### config.mk
export PLATFORM = sky130hd
export DESIGN_NAME = rwpc_top
export DESIGN_NICKNAME = d
export VERILOG_FILES = /design/src/hw/rwpc_pkg.sv /design/src/hw/rwpc_top.sv
export SDC_FILE = /design/constraint.sdc
export NUM_CORES = 1
export LEC_CHECK = 0
export BUFFER_PORTS_ARGS = -buffer_cell sky130_fd_sc_hd__buf_2
export CAP_MARGIN = 20
export CORE_MARGIN = 2
export CORE_UTILIZATION = 45
export CTS_CLUSTER_DIAMETER = 120
export DETAILED_ROUTE_END_ITERATION = 8
export GPL_TIMING_DRIVEN = 0
export HOLD_SLACK_MARGIN = 0.15
export PLACE_DENSITY = 0.66
export SLEW_MARGIN = 20
export SYNTH_ARGS = -nofsm -noshare
export SYNTH_HDL_FRONTEND = slang
export SYNTH_SLANG_ARGS = --single-unit
export TNS_END_PERCENT = 50
### constraint.sdc
create_clock -name mclk -period 3.3 [get_ports mclk]
set_input_delay 0.33 -clock mclk [delete_from_list [all_inputs] [get_ports mclk]]
set_output_delay 0.33 -clock mclk [all_outputs]
set_load 0.02 [all_outputs]
### src/hw/rwpc_pkg.sv
// Register map, field positions and timing constants of the reset supervisor
package rwpc_pkg;

    // ==========================================================
    // Bus geometry
    localparam int          ADDR_W   = 12;
    localparam int          DATA_W   = 32;
    localparam logic [7:0]  RD_ZERO  = 8'h00;

    // ==========================================================
    // Register indices; byte address is four times the index
    localparam logic [7:0]  IDX_PWR   = 8'h87;
    localparam logic [7:0]  IDX_CLK   = 8'h8e;
    localparam logic [7:0]  IDX_RSD   = 8'h8f;
    localparam logic [7:0]  IDX_CAUSE = 8'h94;
    localparam logic [7:0]  IDX_FLT   = 8'ha6;
    localparam logic [7:0]  IDX_PIN   = 8'hae;
    localparam logic [7:0]  IDX_BOOT  = 8'hb7;
    localparam logic [7:0]  IDX_WDC   = 8'hd8;
    localparam logic [7:0]  IDX_TA    = 8'heb;
    localparam logic [7:0]  IDX_KEY   = 8'hef;

    // ==========================================================
    // Reset values
    localparam logic [7:0]  RST_PWR  = 8'h00;
    localparam logic [7:0]  RST_CLK  = 8'h01;
    localparam logic [7:0]  RST_RSD  = 8'h10;
    localparam logic [7:0]  RST_ZERO = 8'h00;
    localparam logic [7:0]  RST_BOOT = 8'hff;

    // ==========================================================
    // Field positions
    localparam int PIN_LVR_OFF   = 7;
    localparam int PIN_AUD_N_OFF = 4;
    localparam int PIN_CLK_OUT   = 2;
    localparam int PIN_CMP_OFF   = 1;
    localparam int PIN_P4_HYS    = 0;
    localparam int BOOT_LVSEL    = 5;
    localparam int BOOT_PIN_BOOT_STATE_PICK    = 1;
    localparam int BOOT_UNLOCK   = 0;
    localparam int WDC_IRQ       = 3;
    localparam int WDC_CAUSED    = 2;
    localparam int WDC_ALLOW     = 1;
    localparam int WDC_RESTART   = 0;
    localparam int WDC_W         = 4;
    localparam int CLK_WD_LO     = 6;
    localparam int CLK_T1M       = 4;
    localparam int CLK_T0M       = 3;
    localparam int PWR_IDLE      = 5;
    localparam int PWR_FWE       = 4;
    localparam int PWR_STOP_RST  = 3;
    localparam int PWR_STOP      = 1;
    localparam int RSD_LOST_CLK  = 1;
    localparam int RSD_ALL_FLASH = 0;
    // Cause register bits
    localparam int CS_LOST_CLK   = 6;
    localparam int CS_STOP       = 5;
    localparam int CS_FLASH      = 4;
    localparam int CS_SW         = 3;
    localparam int CS_WDT        = 2;
    localparam int CS_LVR        = 1;
    localparam int CS_PIN        = 0;
    // Flash fault bit mask: option, last page, flow, address, mass
    localparam logic [7:0]  FLT_MASK = 8'hf4;

    // ==========================================================
    // Unlock codes
    localparam logic [7:0]  KEY_PIN_A = 8'hff;
    localparam logic [7:0]  KEY_PIN_B = 8'h00;
    localparam logic [7:0]  KEY_RSD_A = 8'h4f;
    localparam logic [7:0]  KEY_RSD_B = 8'h72;
    localparam logic [7:0]  KEY_RSD_C = 8'h7a;
    localparam logic [7:0]  KEY_SW_A  = 8'h3c;
    localparam logic [7:0]  KEY_SW_B  = 8'hc3;
    localparam logic [7:0]  TA_A      = 8'haa;
    localparam logic [7:0]  TA_B      = 8'h55;

    // ==========================================================
    // Timing, in system clocks or oscillator ticks
    localparam int          WD_W        = 27;
    localparam logic [26:0] WD_CLOCKS_0 = 27'h0020000;
    localparam logic [26:0] WD_CLOCKS_1 = 27'h0100000;
    localparam logic [26:0] WD_CLOCKS_2 = 27'h0800000;
    localparam logic [26:0] WD_CLOCKS_3 = 27'h4000000;
    localparam logic [11:0] LOST_TICKS  = 12'hfff;
    localparam logic [3:0]  DIV_SLOW    = 4'hc;
    localparam logic [3:0]  DIV_FAST    = 4'h4;

    typedef enum logic [2:0] {
        RWPC_K_IDLE,
        RWPC_K_PIN,
        RWPC_K_RSD1,
        RWPC_K_RSD2
    } rwpc_key_t;

endpackage : rwpc_pkg

### src/hw/rwpc_top.sv
// Reset, watchdog and power-mode control block with APB register access
//
// Local design decision: register access over APB.
`timescale 1ns/1ps
module rwpc_top
    import rwpc_pkg::*;
#(
    parameter logic [26:0] WD_TIMEOUT_0 = WD_CLOCKS_0,
    parameter logic [26:0] WD_TIMEOUT_1 = WD_CLOCKS_1,
    parameter logic [26:0] WD_TIMEOUT_2 = WD_CLOCKS_2,
    parameter logic [26:0] WD_TIMEOUT_3 = WD_CLOCKS_3
) (
    // Clock and power-on reset
    input  wire logic              mclk,
    input  wire logic              rst_n,
    // APB slave
    input  wire logic              psel,
    input  wire logic              penable,
    input  wire logic              pwrite,
    input  wire logic [ADDR_W-1:0] paddr,
    input  wire logic [DATA_W-1:0] pwdata,
    output logic      [DATA_W-1:0] prdata,
    output logic                   pready,
    output logic                   pslverr,
    // Reset sources and monitors
    input  wire logic [7:0]        boot_option_strap,
    input  wire logic              reset_pin_event,
    input  wire logic              lvr_trip,
    input  wire logic              wake_event,
    input  wire logic              xtal_selected,
    input  wire logic              internal_oscillator_tick,
    input  wire logic              system_clock_seen,
    input  wire logic [4:0]        flash_fault_hit,
    input  wire logic              audio_enabled,
    // Chip controls
    output logic                   chip_reset,
    output logic                   low_voltage_reset_off,
    output logic                   low_voltage_threshold_pick,
    output logic                   pin_boot_state_pick,
    output logic                   code_unlocked,
    output logic                   audio_pos_drive,
    output logic                   audio_neg_drive,
    output logic                   sysclock_pin_out,
    output logic                   compare_pins_off,
    output logic                   port4_hysteresis_off,
    output logic                   timer0_tick,
    output logic                   timer1_tick,
    output logic                   core_idle,
    output logic                   stop_mode,
    output logic                   flash_write_allow
);

    // ==========================================================
    // Bus decode
    logic [7:0] pwr_reg, clk_reg, rsd_reg, cause_reg, flt_reg;
    logic [7:0] pin_reg, boot_reg, ta_reg, key_reg;
    logic [WDC_W-1:0] wdc_reg;
    logic       pready_reg, pslverr_reg;
    logic [7:0] rdata_reg;

    function automatic logic is_mapped(input logic [7:0] idx);
        is_mapped = (idx == IDX_PWR) || (idx == IDX_CLK) ||
                    (idx == IDX_RSD) || (idx == IDX_CAUSE) ||
                    (idx == IDX_FLT) || (idx == IDX_PIN) ||
                    (idx == IDX_BOOT) || (idx == IDX_WDC) ||
                    (idx == IDX_TA) || (idx == IDX_KEY);
    endfunction : is_mapped

    wire       aligned  = (paddr[1:0] == 2'b00) &&
                          (paddr[ADDR_W-1:10] == '0);
    wire [7:0] idx      = paddr[9:2];
    wire       hit      = aligned && is_mapped(idx);
    wire       setup    = psel && !penable && !pready_reg;
    wire       access   = psel && penable && pready_reg;
    wire       wr       = access && pwrite && hit;
    wire [7:0] wd       = pwdata[7:0];
    wire       wr_pwr   = wr && (idx == IDX_PWR);
    wire       wr_clk   = wr && (idx == IDX_CLK);
    wire       wr_rsd   = wr && (idx == IDX_RSD);
    wire       wr_cause = wr && (idx == IDX_CAUSE);
    wire       wr_flt   = wr && (idx == IDX_FLT);
    wire       wr_pin   = wr && (idx == IDX_PIN);
    wire       wr_wdc   = wr && (idx == IDX_WDC);
    wire       wr_ta    = wr && (idx == IDX_TA);
    wire       wr_key   = wr && (idx == IDX_KEY);

    wire [7:0] rd_mux =
        (idx == IDX_PWR)   ? pwr_reg   :
        (idx == IDX_CLK)   ? clk_reg   :
        (idx == IDX_RSD)   ? rsd_reg   :
        (idx == IDX_CAUSE) ? cause_reg :
        (idx == IDX_FLT)   ? flt_reg   :
        (idx == IDX_PIN)   ? pin_reg   :
        (idx == IDX_BOOT)  ? boot_reg  :
        (idx == IDX_WDC)   ? {4'h0, wdc_reg} :
        (idx == IDX_TA)    ? ta_reg    :
        (idx == IDX_KEY)   ? key_reg   : RD_ZERO;

    // Zero-wait slave: ready in the first access cycle
    always_ff @(posedge mclk or negedge rst_n) begin
        if (!rst_n) begin
            pready_reg  <= 1'b0;
            pslverr_reg <= 1'b0;
            rdata_reg   <= RST_ZERO;
        end else begin
            pready_reg  <= setup;
            pslverr_reg <= setup && !hit;
            rdata_reg   <= (setup && !pwrite && hit) ? rd_mux : RST_ZERO;
        end
    end

    assign pready  = pready_reg;
    assign pslverr = pslverr_reg;
    assign prdata  = {{(DATA_W-8){1'b0}}, rdata_reg};

    // ==========================================================
    // Unlock sequences
    rwpc_key_t key_reg_st, key_next_st;
    logic      pin_open_reg, rsd_open_reg, sw_armed_reg;
    logic      ta_half_reg, ta_open_reg;

    always_comb begin
        key_next_st = key_reg_st;
        if (wr_key) begin
            key_next_st = RWPC_K_IDLE;
            if (wd == KEY_PIN_A)
                key_next_st = RWPC_K_PIN;
            else if (wd == KEY_RSD_A)
                key_next_st = RWPC_K_RSD1;
            else if (key_reg_st == RWPC_K_RSD1 && wd == KEY_RSD_B)
                key_next_st = RWPC_K_RSD2;
        end
    end

    // FF then 00 opens one pin write
    wire pin_key  = wr_key && key_reg_st == RWPC_K_PIN && wd == KEY_PIN_B;
    // 4F, 72, 7A opens one disable write
    wire rsd_key  = wr_key && key_reg_st == RWPC_K_RSD2 && wd == KEY_RSD_C;
    // 3c arms, c3 fires, spacing free
    wire sw_fire  = wr_key && sw_armed_reg && wd == KEY_SW_B;
    wire pin_take = wr_pin && pin_open_reg;
    wire rsd_take = wr_rsd && rsd_open_reg;
    // exact aa then 55 on consecutive writes
    wire ta_pass  = wr_ta && ta_half_reg && wd == TA_B;
    // the very next write must be the watchdog register
    wire wdc_take = wr_wdc && ta_open_reg;

    always_ff @(posedge mclk or negedge rst_n) begin
        if (!rst_n) begin
            key_reg_st   <= RWPC_K_IDLE;
            pin_open_reg <= 1'b0;
            rsd_open_reg <= 1'b0;
            sw_armed_reg <= 1'b0;
            ta_half_reg  <= 1'b0;
            ta_open_reg  <= 1'b0;
        end else begin
            key_reg_st   <= key_next_st;
            pin_open_reg <= pin_key || (pin_open_reg && !wr_pin);
            rsd_open_reg <= rsd_key || (rsd_open_reg && !wr_rsd);
            if (wr_key)
                sw_armed_reg <= (wd == KEY_SW_A) ||
                                (sw_armed_reg && wd != KEY_SW_B);
            if (wr) begin
                ta_half_reg <= wr_ta && wd == TA_A;
                ta_open_reg <= ta_pass;
            end
        end
    end

    // ==========================================================
    // Watchdog
    logic [WD_W-1:0] wd_cnt_reg;
    wire  [1:0]      wd_code = clk_reg[CLK_WD_LO+1:CLK_WD_LO];
    wire  [WD_W-1:0] wd_limit = (wd_code == 2'b00) ? WD_TIMEOUT_0 :
                                (wd_code == 2'b01) ? WD_TIMEOUT_1 :
                                (wd_code == 2'b10) ? WD_TIMEOUT_2 :
                                                     WD_TIMEOUT_3;
    wire wd_expire  = wd_cnt_reg == wd_limit - 27'h1;
    wire wd_restart = wdc_take && wd[WDC_RESTART];
    wire wd_reset   = wd_expire && wdc_reg[WDC_ALLOW];

    // ==========================================================
    // Lost system clock monitor
    logic [11:0] lost_cnt_reg;
    // crystal absent beyond 4095 oscillator ticks
    wire lost_clk = xtal_selected && internal_oscillator_tick && !system_clock_seen &&
                    lost_cnt_reg == LOST_TICKS;

    always_ff @(posedge mclk or negedge rst_n) begin
        if (!rst_n)
            lost_cnt_reg <= 12'h000;
        else if (system_clock_seen || !xtal_selected || lost_clk)
            lost_cnt_reg <= 12'h000;
        else if (internal_oscillator_tick)
            lost_cnt_reg <= lost_cnt_reg + 12'h001;
    end

    // ==========================================================
    // Reset source collection
    wire [7:0] flt_hit  = {flash_fault_hit[4:1], 1'b0,
                           flash_fault_hit[0], 2'b00};
    // per-cause and global flash reset suppression
    wire [7:0] flt_go   = rsd_reg[RSD_ALL_FLASH] ? RST_ZERO :
                          (flt_hit & ~rsd_reg & FLT_MASK);
    wire lost_go  = lost_clk && !rsd_reg[RSD_LOST_CLK];
    // low-voltage reset obeys the off bit
    wire lvr_go   = lvr_trip && !pin_reg[PIN_LVR_OFF];
    wire stop_wk  = wake_event && pwr_reg[PWR_STOP];
    // stop wake may pass through reset
    wire stop_go  = stop_wk && pwr_reg[PWR_STOP_RST];
    wire [7:0] cause_set = {1'b0, lost_go, stop_go, |flt_go, sw_fire,
                            wd_reset, lvr_go, reset_pin_event};
    wire any_rst  = |cause_set;

    always_ff @(posedge mclk or negedge rst_n) begin
        if (!rst_n)
            wd_cnt_reg <= '0;
        else if (wd_restart || wd_expire || any_rst)
            wd_cnt_reg <= '0;
        else
            wd_cnt_reg <= wd_cnt_reg + 27'h1;
    end

    // ==========================================================
    // Registers; hardware set wins over software clear
    always_ff @(posedge mclk or negedge rst_n) begin
        if (!rst_n) begin
            cause_reg <= RST_ZERO;
            flt_reg   <= RST_ZERO;
        end else begin
            // untouched by chip resets, cleared by power-on or by a software write
            cause_reg <= (wr_cause ? wd : cause_reg) | cause_set;
            flt_reg   <= ((wr_flt ? wd : flt_reg) | flt_go) & FLT_MASK;
        end
    end

    always_ff @(posedge mclk or negedge rst_n) begin
        if (!rst_n) begin
            wdc_reg <= '0;
        end else begin
            if (wdc_take)
                wdc_reg <= wd[WDC_W-1:0];
            else
                wdc_reg[WDC_RESTART] <= 1'b0;
            // irq flag set on expiry, caused flag on watchdog reset, set beats write
            if (wd_expire)
                wdc_reg[WDC_IRQ] <= 1'b1;
            if (wd_reset)
                wdc_reg[WDC_CAUSED] <= 1'b1;
        end
    end

    always_ff @(posedge mclk or negedge rst_n) begin
        if (!rst_n) begin
            pin_reg <= RST_ZERO;
            rsd_reg <= RST_RSD;
            clk_reg <= RST_CLK;
            ta_reg  <= RST_ZERO;
            key_reg <= RST_ZERO;
        end else begin
            if (pin_take)
                pin_reg <= wd;
            if (rsd_take)
                rsd_reg <= wd;
            if (wr_clk)
                clk_reg <= wd;
            if (wr_ta)
                ta_reg <= wd;
            if (wr_key)
                key_reg <= wd;
        end
    end

    // Idle and stop leave on wake or on any chip reset, unless the power register is written in that cycle
    always_ff @(posedge mclk or negedge rst_n) begin
        if (!rst_n)
            pwr_reg <= RST_PWR;
        else if (wr_pwr)
            pwr_reg <= wd;
        else if (wake_event || any_rst) begin
            pwr_reg[PWR_IDLE] <= 1'b0;
            pwr_reg[PWR_STOP] <= 1'b0;
        end
    end

    // Strap is sampled once after release, never under reset
    logic strap_done_reg;
    always_ff @(posedge mclk or negedge rst_n) begin
        if (!rst_n) begin
            strap_done_reg <= 1'b0;
            boot_reg       <= RST_BOOT;
        end else if (!strap_done_reg) begin
            strap_done_reg <= 1'b1;
            boot_reg       <= boot_option_strap;
        end
    end

    // ==========================================================
    // Timer prescalers
    logic [3:0] div_cnt_reg [2];
    logic       tick_reg [2];
    wire  [1:0] fast_pick = {clk_reg[CLK_T1M], clk_reg[CLK_T0M]};

    genvar t;
    generate
        for (t = 0; t < 2; t++) begin : g_prescale
            // divide by 12 or by 4
            wire [3:0] div_top = fast_pick[t] ? DIV_FAST : DIV_SLOW;
            wire       wrap    = div_cnt_reg[t] >= div_top - 4'h1;
            always_ff @(posedge mclk or negedge rst_n) begin
                if (!rst_n) begin
                    div_cnt_reg[t] <= 4'h0;
                    tick_reg[t]    <= 1'b0;
                end else begin
                    div_cnt_reg[t] <= wrap ? 4'h0 : div_cnt_reg[t] + 4'h1;
                    tick_reg[t]    <= wrap;
                end
            end
        end
    endgenerate

    // ==========================================================
    // Registered outputs
    always_ff @(posedge mclk or negedge rst_n) begin
        if (!rst_n) begin
            chip_reset      <= 1'b0;
            audio_pos_drive <= 1'b0;
            audio_neg_drive <= 1'b0;
        end else begin
            chip_reset      <= any_rst;
            // negative audio pin dropped on request
            audio_pos_drive <= audio_enabled;
            audio_neg_drive <= audio_enabled && !pin_reg[PIN_AUD_N_OFF];
        end
    end

    assign low_voltage_reset_off      = pin_reg[PIN_LVR_OFF];
    // threshold choice, 0 high level, 1 low level
    assign low_voltage_threshold_pick = boot_reg[BOOT_LVSEL];
    assign pin_boot_state_pick        = boot_reg[BOOT_PIN_BOOT_STATE_PICK];
    assign code_unlocked              = boot_reg[BOOT_UNLOCK];
    assign sysclock_pin_out           = pin_reg[PIN_CLK_OUT];
    assign compare_pins_off           = pin_reg[PIN_CMP_OFF];
    assign port4_hysteresis_off       = pin_reg[PIN_P4_HYS];
    assign timer0_tick                = tick_reg[0];
    assign timer1_tick                = tick_reg[1];
    assign core_idle                  = pwr_reg[PWR_IDLE];
    assign stop_mode                  = pwr_reg[PWR_STOP];
    assign flash_write_allow          = pwr_reg[PWR_FWE];

endmodule : rwpc_top

Word-level counts from Yosys, hierarchy flattened
Index checks and enable logic that the tools add are counted.

word-level totals
  bits in registers = 144
  output and inout port bits = 49

operators by class
  eq/ne operators = 26
  $lt $le $gt $ge = 2
  add/sub/neg operators = 7
  bitwise gates (word level) = 4
  muxes and demuxes = 34
  reduce and logical (&&, ||, !) cells = 84

operators by type and width
  operator                                                               count
  8-bit two-way mux                                                      14
  27-bit two-way mux                                                     4
  8-bit == test (second input constant)                                  13
  1-bit logical AND                                                      46
  8-bit by 7-bit == test with 1-bit output (second input constant)       4
  27-bit by 1-bit adder with 27-bit output (second input constant)       1
  27-bit == test                                                         1
  27-bit by 1-bit subtractor with 27-bit output (second input constant)  1
  12-bit two-way mux                                                     2
  1-bit logical OR                                                       17
  4-bit two-way mux                                                      4
  14-bit OR reduction                                                    1
  12-bit by 1-bit adder with 12-bit output (second input constant)       1
  12-bit == test (second input constant)                                 1
  1-bit zero test                                                        11
  4-bit by 1-bit adder with 4-bit output (second input constant)         2
  8-bit AND                                                              1
  8-bit by 6-bit == test with 1-bit output (second input constant)       1
  4-bit >= comparator                                                    2
  8-bit zero test                                                        1
  8-bit != test (second input constant)                                  1
  8-bit inverter                                                         1
  8-bit by 7-bit OR with 8-bit output                                    1
  8-bit OR                                                               1
  other kinds (11)                                                       25

Logic depth before layout (Yosys ltp)
Gate-level depths: netlist of the first run.

  depth after elaboration = 19
  mapped depth = 8

Worst setup path before layout of the first run
Ideal clock, no wire load.

  path type = flip-flop to flip-flop
  start = reg clk_reg[7]
  end = reg wd_cnt_reg[13]
  slack = 0.723 ns
  period minus slack after synthesis = 2.577 ns
  buffers on the path = 1
  required time = 3.164 ns
  setup time = 0.136 ns
  cell stages (with the launch flop) = 9
  arrival time = 2.441 ns
  path through = dfrtp_1 -> or2_2 -> ha_1 -> or3_1 -> a211oi_1 -> o2111ai_1 -> nor2_1 -> clkbuf_1 -> nor3_1

between the ends
  word-level cells in the longest chain between the ends = 10

RTL lines
  element                                          RTL line         source
  from (decl)                                      rwpc_top.sv:55   logic [7:0] pwr_reg, clk_reg, rsd_reg, cause_reg, flt_reg;
  from (signal assigned)                           rwpc_top.sv:266  clk_reg <= wd;
  2-bit == test                                    rwpc_top.sv:176  (wd_code == 2'b10) ? WD_TIMEOUT_2 :
  27-bit two-way mux                               rwpc_top.sv:176
  27-bit two-way mux                               rwpc_top.sv:175  (wd_code == 2'b01) ? WD_TIMEOUT_1 :
  27-bit two-way mux *                             rwpc_top.sv:174  wire [WD_W-1:0] wd_limit = (wd_code == 2'b00) ? WD_TIMEOUT_0 :
  27-bit by 1-bit subtractor with 27-bit output *  rwpc_top.sv:178  wire wd_expire = wd_cnt_reg == wd_limit - 27'h1;
  27-bit == test *                                 rwpc_top.sv:178
  1-bit logical AND                                rwpc_top.sv:180  wire wd_reset = wd_expire && wdc_reg[WDC_ALLOW];
  14-bit OR reduction                              rwpc_top.sv:213  wire any_rst = |cause_set;
  1-bit logical OR *                               rwpc_top.sv:218  else if (wd_restart || wd_expire || any_rst)
  27-bit two-way mux *                             rwpc_top.sv:218
  to (signal assigned)                             rwpc_top.sv:221  wd_cnt_reg <= wd_cnt_reg + 27'h1;
  to (decl)                                        rwpc_top.sv:172  logic [WD_W-1:0] wd_cnt_reg;

Mark *: on every way between the ends. The rest lies on a longest branch, timed or not.
A chain may end at the register's enable or synchronous reset.

Final worst setup path of the first run
  start = reg clk_reg[7]
  end = reg wd_cnt_reg[25]

Same word-level chain as after synthesis.

==> results.tsv, run 1 <==
stage	metric	value	unit
outcome	outcome	finished, final reports clean	
yosys	synth_mux_area_share	10.0	%
routing	drtIter0Drc	419	
power_and_ir_drop	p_leak	3.90	nW
timing	rsz0062_at_grt	no	
grt	grt_overflow	0	
placed_design	gp_congestion	0.910	
die	boundaryPins	118	
power_and_ir_drop	swShare	23.3	%
yosys	postSynthCellCount	700	
yosys	syn_avg_cell_area	10.5	µm²
yosys	synth_compound_area_share	9.73	%
setup_path	cpPeakStageDelay	0.44	ns
setup_path	crit_path_end_kind	register	
grt	grt_use_total	22.5	%
timing	setup_viol	0	
power_and_ir_drop	combPwrFrac	9.6	%
routing	routed_wirelength	18800	µm
timing	skew	0.00950	ns
die	rows	46	
clock_network	clockBufferDepth	2	
setup_path	cp-start-kind	register	
yosys	yosys.area_share.simple	20.4	%
yosys	yosys_warnings	0	
power_and_ir_drop	clkPwrFrac	46.5	%
setup_path	cp_slowest_cell	dfrtp_1	
power_and_ir_drop	peakVddDrop	0.000353	V
die	dieArea	17400	µm²
final_layout	num-fill-cells	1397	
final_layout	largest_register_ffs	27	
setup_path	cp_max_fo	10	
setup_path	path_class	register to register	
yosys	synth_top_area_share	45.3	%
final_layout	regArea	3590	µm²
timing	hold_viol	0	
yosys	synthArstFlopShare	100	%
clock_network	htree_levels	4	
yosys	synth_top_area_cell	dfrtp_1	
yosys	synth_edf_count	0	
yosys	synth_area_leaders	dfrtp_1 45%, mux2_2 8.0%, dfstp_2 3.6%	
power_and_ir_drop	finalPower	4.28	mW
final_layout	fin_nets	898	
yosys	synth_flop_cell	dfrtp_1	
clock_network	clock_sinks	143	
timing	period_needed	2.95	ns
die	die_h	132	µm
timing	tightest_slew	1.06	ns
timing	finalCritPeriodShare	89.5	%
routing	drtAntennaViolNets	0	
setup_path	required	3.58	ns
final_layout	multi_input_area	3490	µm²
yosys	synth_fa_ha_area_share	1.19	%
grt	grt_pass1_vias	5899	
final_layout	area_growth	20.0	%
routing	drc	0	
yosys	ys_seq_area_share	48.9	%
placed_design	port_buffers	68	
min_path	hp-class	input pin to register	
clock_network	clock-root-buffer	clkbuf_16	
power_and_ir_drop	p_switching	0.996	mW
routing	vias_per_cell	5.61	
setup_path	path_cells	or2_2 > ha_1 > or3_1 > a211oi_1 > o2111ai_1 > nor2_2 > clkbuf_1 > nor3_1	
yosys	syn_area	7350	µm²
timing	finalSetupTns	0	ns
yosys	synthXorXnorAreaFrac	4.77	%
yosys	ys_ff_latch	143	
clock_network	clk_latency	0.42	ns
timing	final_max_slew_viol_count	0	
die	coreArea	15900	µm²
setup_path	timing.critical_path.buf_inv	1	
grt	antenna_found_initial	1	
flow_run	cap_violations	0	
yosys	synth_commonest_cells	133 x dfrtp_1, 66 x nor2_1, 52 x mux2_2	
placed_design	dp_hpwl	13600	µm
yosys	yosysMostFrequentCell	dfrtp_1	
power_and_ir_drop	power_density	485	nW/µm²
final_layout	drive_above_1_share	25.0	%
routing	wl_per_cell	17.9	µm
yosys	synth_top_family_by_area	simple AND/OR/NAND/NOR gates	
setup_path	critPathArrivalTime	3.23	ns
setup_path	cp_top_family	simple AND/OR/NAND/NOR gates	
yosys	synthDistinctLibCells	69	
power_and_ir_drop	p_seq_share	43.9	%
final_layout	finish.utilization	55.3	%
clock_network	cts_setup_buffers	0	
timing	maxSlewHeadroom	28.8	%
clock_network	cts_tree	built	
timing	max_freq	0.339	GHz
grt	grt_pass1_wl	30800	µm
grt	grt_start_max_net_pins	101	
power_and_ir_drop	p_int	3.28	mW
routing	num_vias	5904	
die	initial_core_util	46.1	%
routing	drt_pass1_iterations	5	
clock_network	clk_pin_slew_worst_paths	0.05	ns
die	die_w	132	µm
clock_network	cts_buffers	17	
## cell usage in the layout, fill, tap and decap left out, types with 8 or more instances in the layout
master / count
xnor2_1: 15
conb_1: 25
nor2_1: 65
nand2_1: 41
buf_2: 68
clkbuf_16: 17
clkbuf_1: 34
o21ai_0: 25
buf_4: 24
a21oi_1: 8
o2111ai_1: 8
dfrtp_1: 133
xor2_1: 25
nor3_1: 36
nand4_1: 23
mux2i_1: 15
nand2b_1: 11
nand3_1: 24
dlygate4sd3_1: 11
dfstp_2: 10
mux2_2: 52
inv_1: 10
## per-stage QoR
stage	std cells	setup slack, ns	hold slack, ns	area, µm²
2_1_floorplan	723	0.723	0.0344	7430
3_3_place_gp	1007	-0.0438	0.444	8040
3_5_place_dp	1008	0.0749	0.238	8090
4_1_cts	1051	0.129	0.174	8810
5_1_grt	1051	0.111	0.198	8810
6_report	1052	0.347	0.191	8820
## tightest hold or removal path, cell delays in order
cell and delay (ns):
buf_2 0.13, nand3_1 0.06, nand2_1 0.04
## power groups by stage
stage                     combinational, mW  sequential (mW)  clock, mW
after floorplan                       0.238             1.92          0
after global placement                0.381             1.91          0
after detailed placement              0.399             1.91          0
after CTS                             0.414             1.88       2.03
after global routing                  0.463             1.89       2.10
final                                 0.410             1.88       1.99
## cell type report
| cell class | count | area share [%] |
|---|---|---|
| well taps | 216 | 3.07 |
| flip-flops and latches | 143 | 40.7 |
| repair buffers | 80 | 5.54 |
| plain buffers | 59 | 3.63 |
| clock buffers | 26 | 5.78 |
| clock inverters | 6 | 1.19 |
| multi-input cells | 511 | 39.6 |
| diodes | 1 | 0.0284 |
| inverters | 10 | 0.426 |
## final timing paths
| path | start | endpoint | slack, ns | cells after the start |
|---|---|---|---|---|
| min in group asynchronous | rst_n | strap_done_reg | 0.39 | 2 |
| min | wake_event | cause_reg[5] | 0.19 | 3 |
| max in group asynchronous | rst_n | clk_reg[6] | 2.11 | 3 |
| min reg2reg | div_cnt_reg[4] | div_cnt_reg[4] | 0.46 | 1 |
| max | clk_reg[7] | wd_cnt_reg[25] | 0.35 | 8 |
| max reg2reg | clk_reg[7] | wd_cnt_reg[25] | 0.35 | 8 |
## kinds of logic after synthesis
family,count (synthesis)
other,2
buffers and inverters,69
flip-flops,143
XOR/XNOR,40
AND/OR/NAND/NOR,276
adder cells (fa/ha/maj),7
AO/OA/AOI/OAI,96
multiplexers,67
## repair_timing
action	4_1_cts	5_1_grt
endpoints found under the hold margin	54	0
endpoints found under the setup margin	0	10
resized for setup	0	1
hold buffers	11	0
## routing by layer
metal  share of wire [%]  vias up  GRT usage, %
li1                    -     2760             -
met1                  43     2889          29.0
met2                  47      203          35.8
met3                 5.3       52          4.92
met4                 4.4        0          12.0
met5                   0        -             0
No activity file was read; power rests on OpenSTA's default activity.
==> run 2: changes to the inputs <==
--- a/config.mk
+++ b/config.mk
@@ -13,6 +13,7 @@
 export DETAILED_ROUTE_END_ITERATION = 8
 export GPL_TIMING_DRIVEN = 0
 export HOLD_SLACK_MARGIN = 0.15
+export MAX_ROUTING_LAYER = met4
 export PLACE_DENSITY = 0.66
 export SLEW_MARGIN = 20
 export SYNTH_ARGS = -nofsm -noshare
==> results.tsv, run 2 (synthesis results as in run 1) <==
stage	metric	value	unit	change
outcome	outcome	finished, final reports clean		
clock_network	clk_pin_slew_worst_paths	0.06	ns	about the same
grt	antenna_found_initial	1		unchanged
setup_path	path_class	register to register		
routing	wl_met1	8020	µm	-1.0%
clock_network	cts_setup_buffers	0		unchanged
final_layout	fin_nets	898		unchanged
clock_network	cts_buffers	17		unchanged
setup_path	timing.critical_path.buf_inv	1		unchanged
die	boundaryPins	118		unchanged
final_layout	finish.utilization	55.3	%	about the same
routing	wl_per_cell	18.1	µm	+1.1%
final_layout	area_growth	20.0	%	about the same
routing	drtIter0Drc	528		+26%
setup_path	path_cells	or2_2 > ha_1 > or3_1 > a211oi_1 > o2111ai_1 > nor2_2 > clkbuf_1 > nor3_1		
timing	hold-worst-slack	0.189	ns	-0.00220 ns
die	initial_core_util	46.1	%	unchanged
power_and_ir_drop	power_density	487	nW/µm²	+0.41%
clock_network	htree_levels	4		unchanged
clock_network	clockBufferDepth	2		unchanged
clock_network	clk_latency	0.43	ns	about the same
min_path	hp-class	input pin to register		
timing	maxSlewHeadroom	32.2	%	+3.4 points
die	die_h	132	µm	unchanged
grt	grt_pass1_wl	31100	µm	+1.1%
routing	vias_per_cell	5.55		-1.0%
routing	maxUsedRoutingLayer	met4		
final_layout	drive_above_1_share	25.3	%	+0.24 points
die	die_w	132	µm	unchanged
power_and_ir_drop	p_leak	3.90	nW	about the same
routing	wl_met2	9510	µm	+6.7%
routing	routed_wirelength	19000	µm	+1.1%
setup_path	critPathArrivalTime	3.28	ns	+0.05 ns
timing	tightest_slew	1.01	ns	-0.0511 ns
setup_path	cpPeakStageDelay	0.45	ns	about the same
routing	wl_met3	997	µm	+0.50%
setup_path	cp-start-kind	register		
timing	setup_viol	0		unchanged
clock_network	cts_tree	built		
timing	hold_viol	0		unchanged
setup_path	required	3.58	ns	about the same
timing	skew	0.00686	ns	-0.00264 ns
timing	final_max_slew_viol_count	0		unchanged
grt	grt_overflow	0		unchanged
timing	rsz0062_at_grt	no		
placed_design	gp_congestion	0.928		+1.9%
setup_path	crit_path_end_kind	register		
timing	finalCritPeriodShare	90.9	%	+1.5 points
timing	worst_slack	0.299	ns	-0.0481 ns
clock_network	clock_sinks	143		unchanged
power_and_ir_drop	peakVddDrop	0.000363	V	+3.0%
final_layout	layout_common_cells	133 x dfrtp_1, 68 x buf_2, 65 x nor2_1		
routing	drtAntennaViolNets	0		unchanged
timing	max_freq	0.333	GHz	-1.6%
setup_path	cp_top_family	simple AND/OR/NAND/NOR gates		
power_and_ir_drop	finalPower	4.30	mW	+0.39%
placed_design	dp_hpwl	14000	µm	+2.9%
placed_design	place_ws	-0.0160	ns	-0.0909 ns
setup_path	cp_max_fo	10		unchanged
final_layout	largest_register_ffs	27		unchanged
grt	grt_pass1_vias	5949		+0.85%
timing	period_needed	3.00	ns	+0.0481 ns
placed_design	port_buffers	68		unchanged
routing	drt_pass1_iterations	6		+1
final_layout	layout_commonest_cell	dfrtp_1		
flow_run	cap_violations	0		unchanged
grt	grt_start_max_net_pins	89		-12%
die	coreArea	15900	µm²	unchanged
die	dieArea	17400	µm²	unchanged
routing	drc	0		unchanged
grt	grt_use_total	23.6	%	+1.1 points
routing	num_vias	5843		-1.0%
timing	finalSetupTns	0	ns	unchanged
setup_path	cp_slowest_cell	dfrtp_1		
die	rows	46		unchanged
clock_network	clock-root-buffer	clkbuf_16		
run 2: final timing paths:
path / startpoint / end / slack, ns / depth (start not counted)
setup / recovery: clk_reg[7] / wd_cnt_reg[9] / 0.30 / 8
hold / removal: wake_event / cause_reg[5] / 0.19 / 3
setup reg to reg: clk_reg[7] / wd_cnt_reg[9] / 0.30 / 8
hold reg to reg: div_cnt_reg[4] / div_cnt_reg[4] / 0.46 / 1
max in group asynchronous: rst_n / clk_reg[0] / 2.10 / 3
min in group asynchronous: rst_n / rdata_reg[2] / 0.42 / 2
run 2: final cells by class:
type / instances / area (µm²)
Buffer: 59 / 320
Inverter: 10 / 37.5
Clock inverter: 12 / 166
Multi-Input combinational cell: 511 / 3490
Clock buffer: 20 / 447
Tap cell: 216 / 270
Fill cell: 1397 / 7130
Antenna cell: 1 / 2.50
Sequential cell: 143 / 3590
Timing Repair Buffer: 80 / 488
run 2: timing repair:
action                                 CTS  global route
setup endpoints to repair                0            10
hold buffers                            11             0
endpoints found under the hold margin   63             0
resized for setup                        0             1
run 2: worst register-to-register path: cells and delay by family, from the launching register on:
| kind | cells | cell delay [ns] |
|---|---|---|
| simple gates | 4 | 1.26 |
| compound gates | 2 | 0.53 |
| flops | 1 | 0.45 |
| buf+inv | 1 | 0.40 |
| fa+ha+maj | 1 | 0.23 |
run 2: routing by layer:
layer / vias to the layer above / global-route usage (%)
li1: 2755 / -
met1: 2860 / 28.4
met2: 192 / 38.5
met3: 36 / 5.38
met4: 0 / 9.54
met5: - / -
run 2: per-stage QoR:
stage	cells	instance area [µm²]
finish	1052	8810
global route	1052	8810
CTS	1051	8810
detailed placement	1008	8090
global placement	1007	8040
floorplan	723	7430
run 2: where the power goes:
| part | internal (mW) | switching [mW] |
|---|---|---|
| Clock | 1.28 | 0.723 |
| Combinational | 0.161 | 0.255 |
| Sequential | 1.84 | 0.0450 |
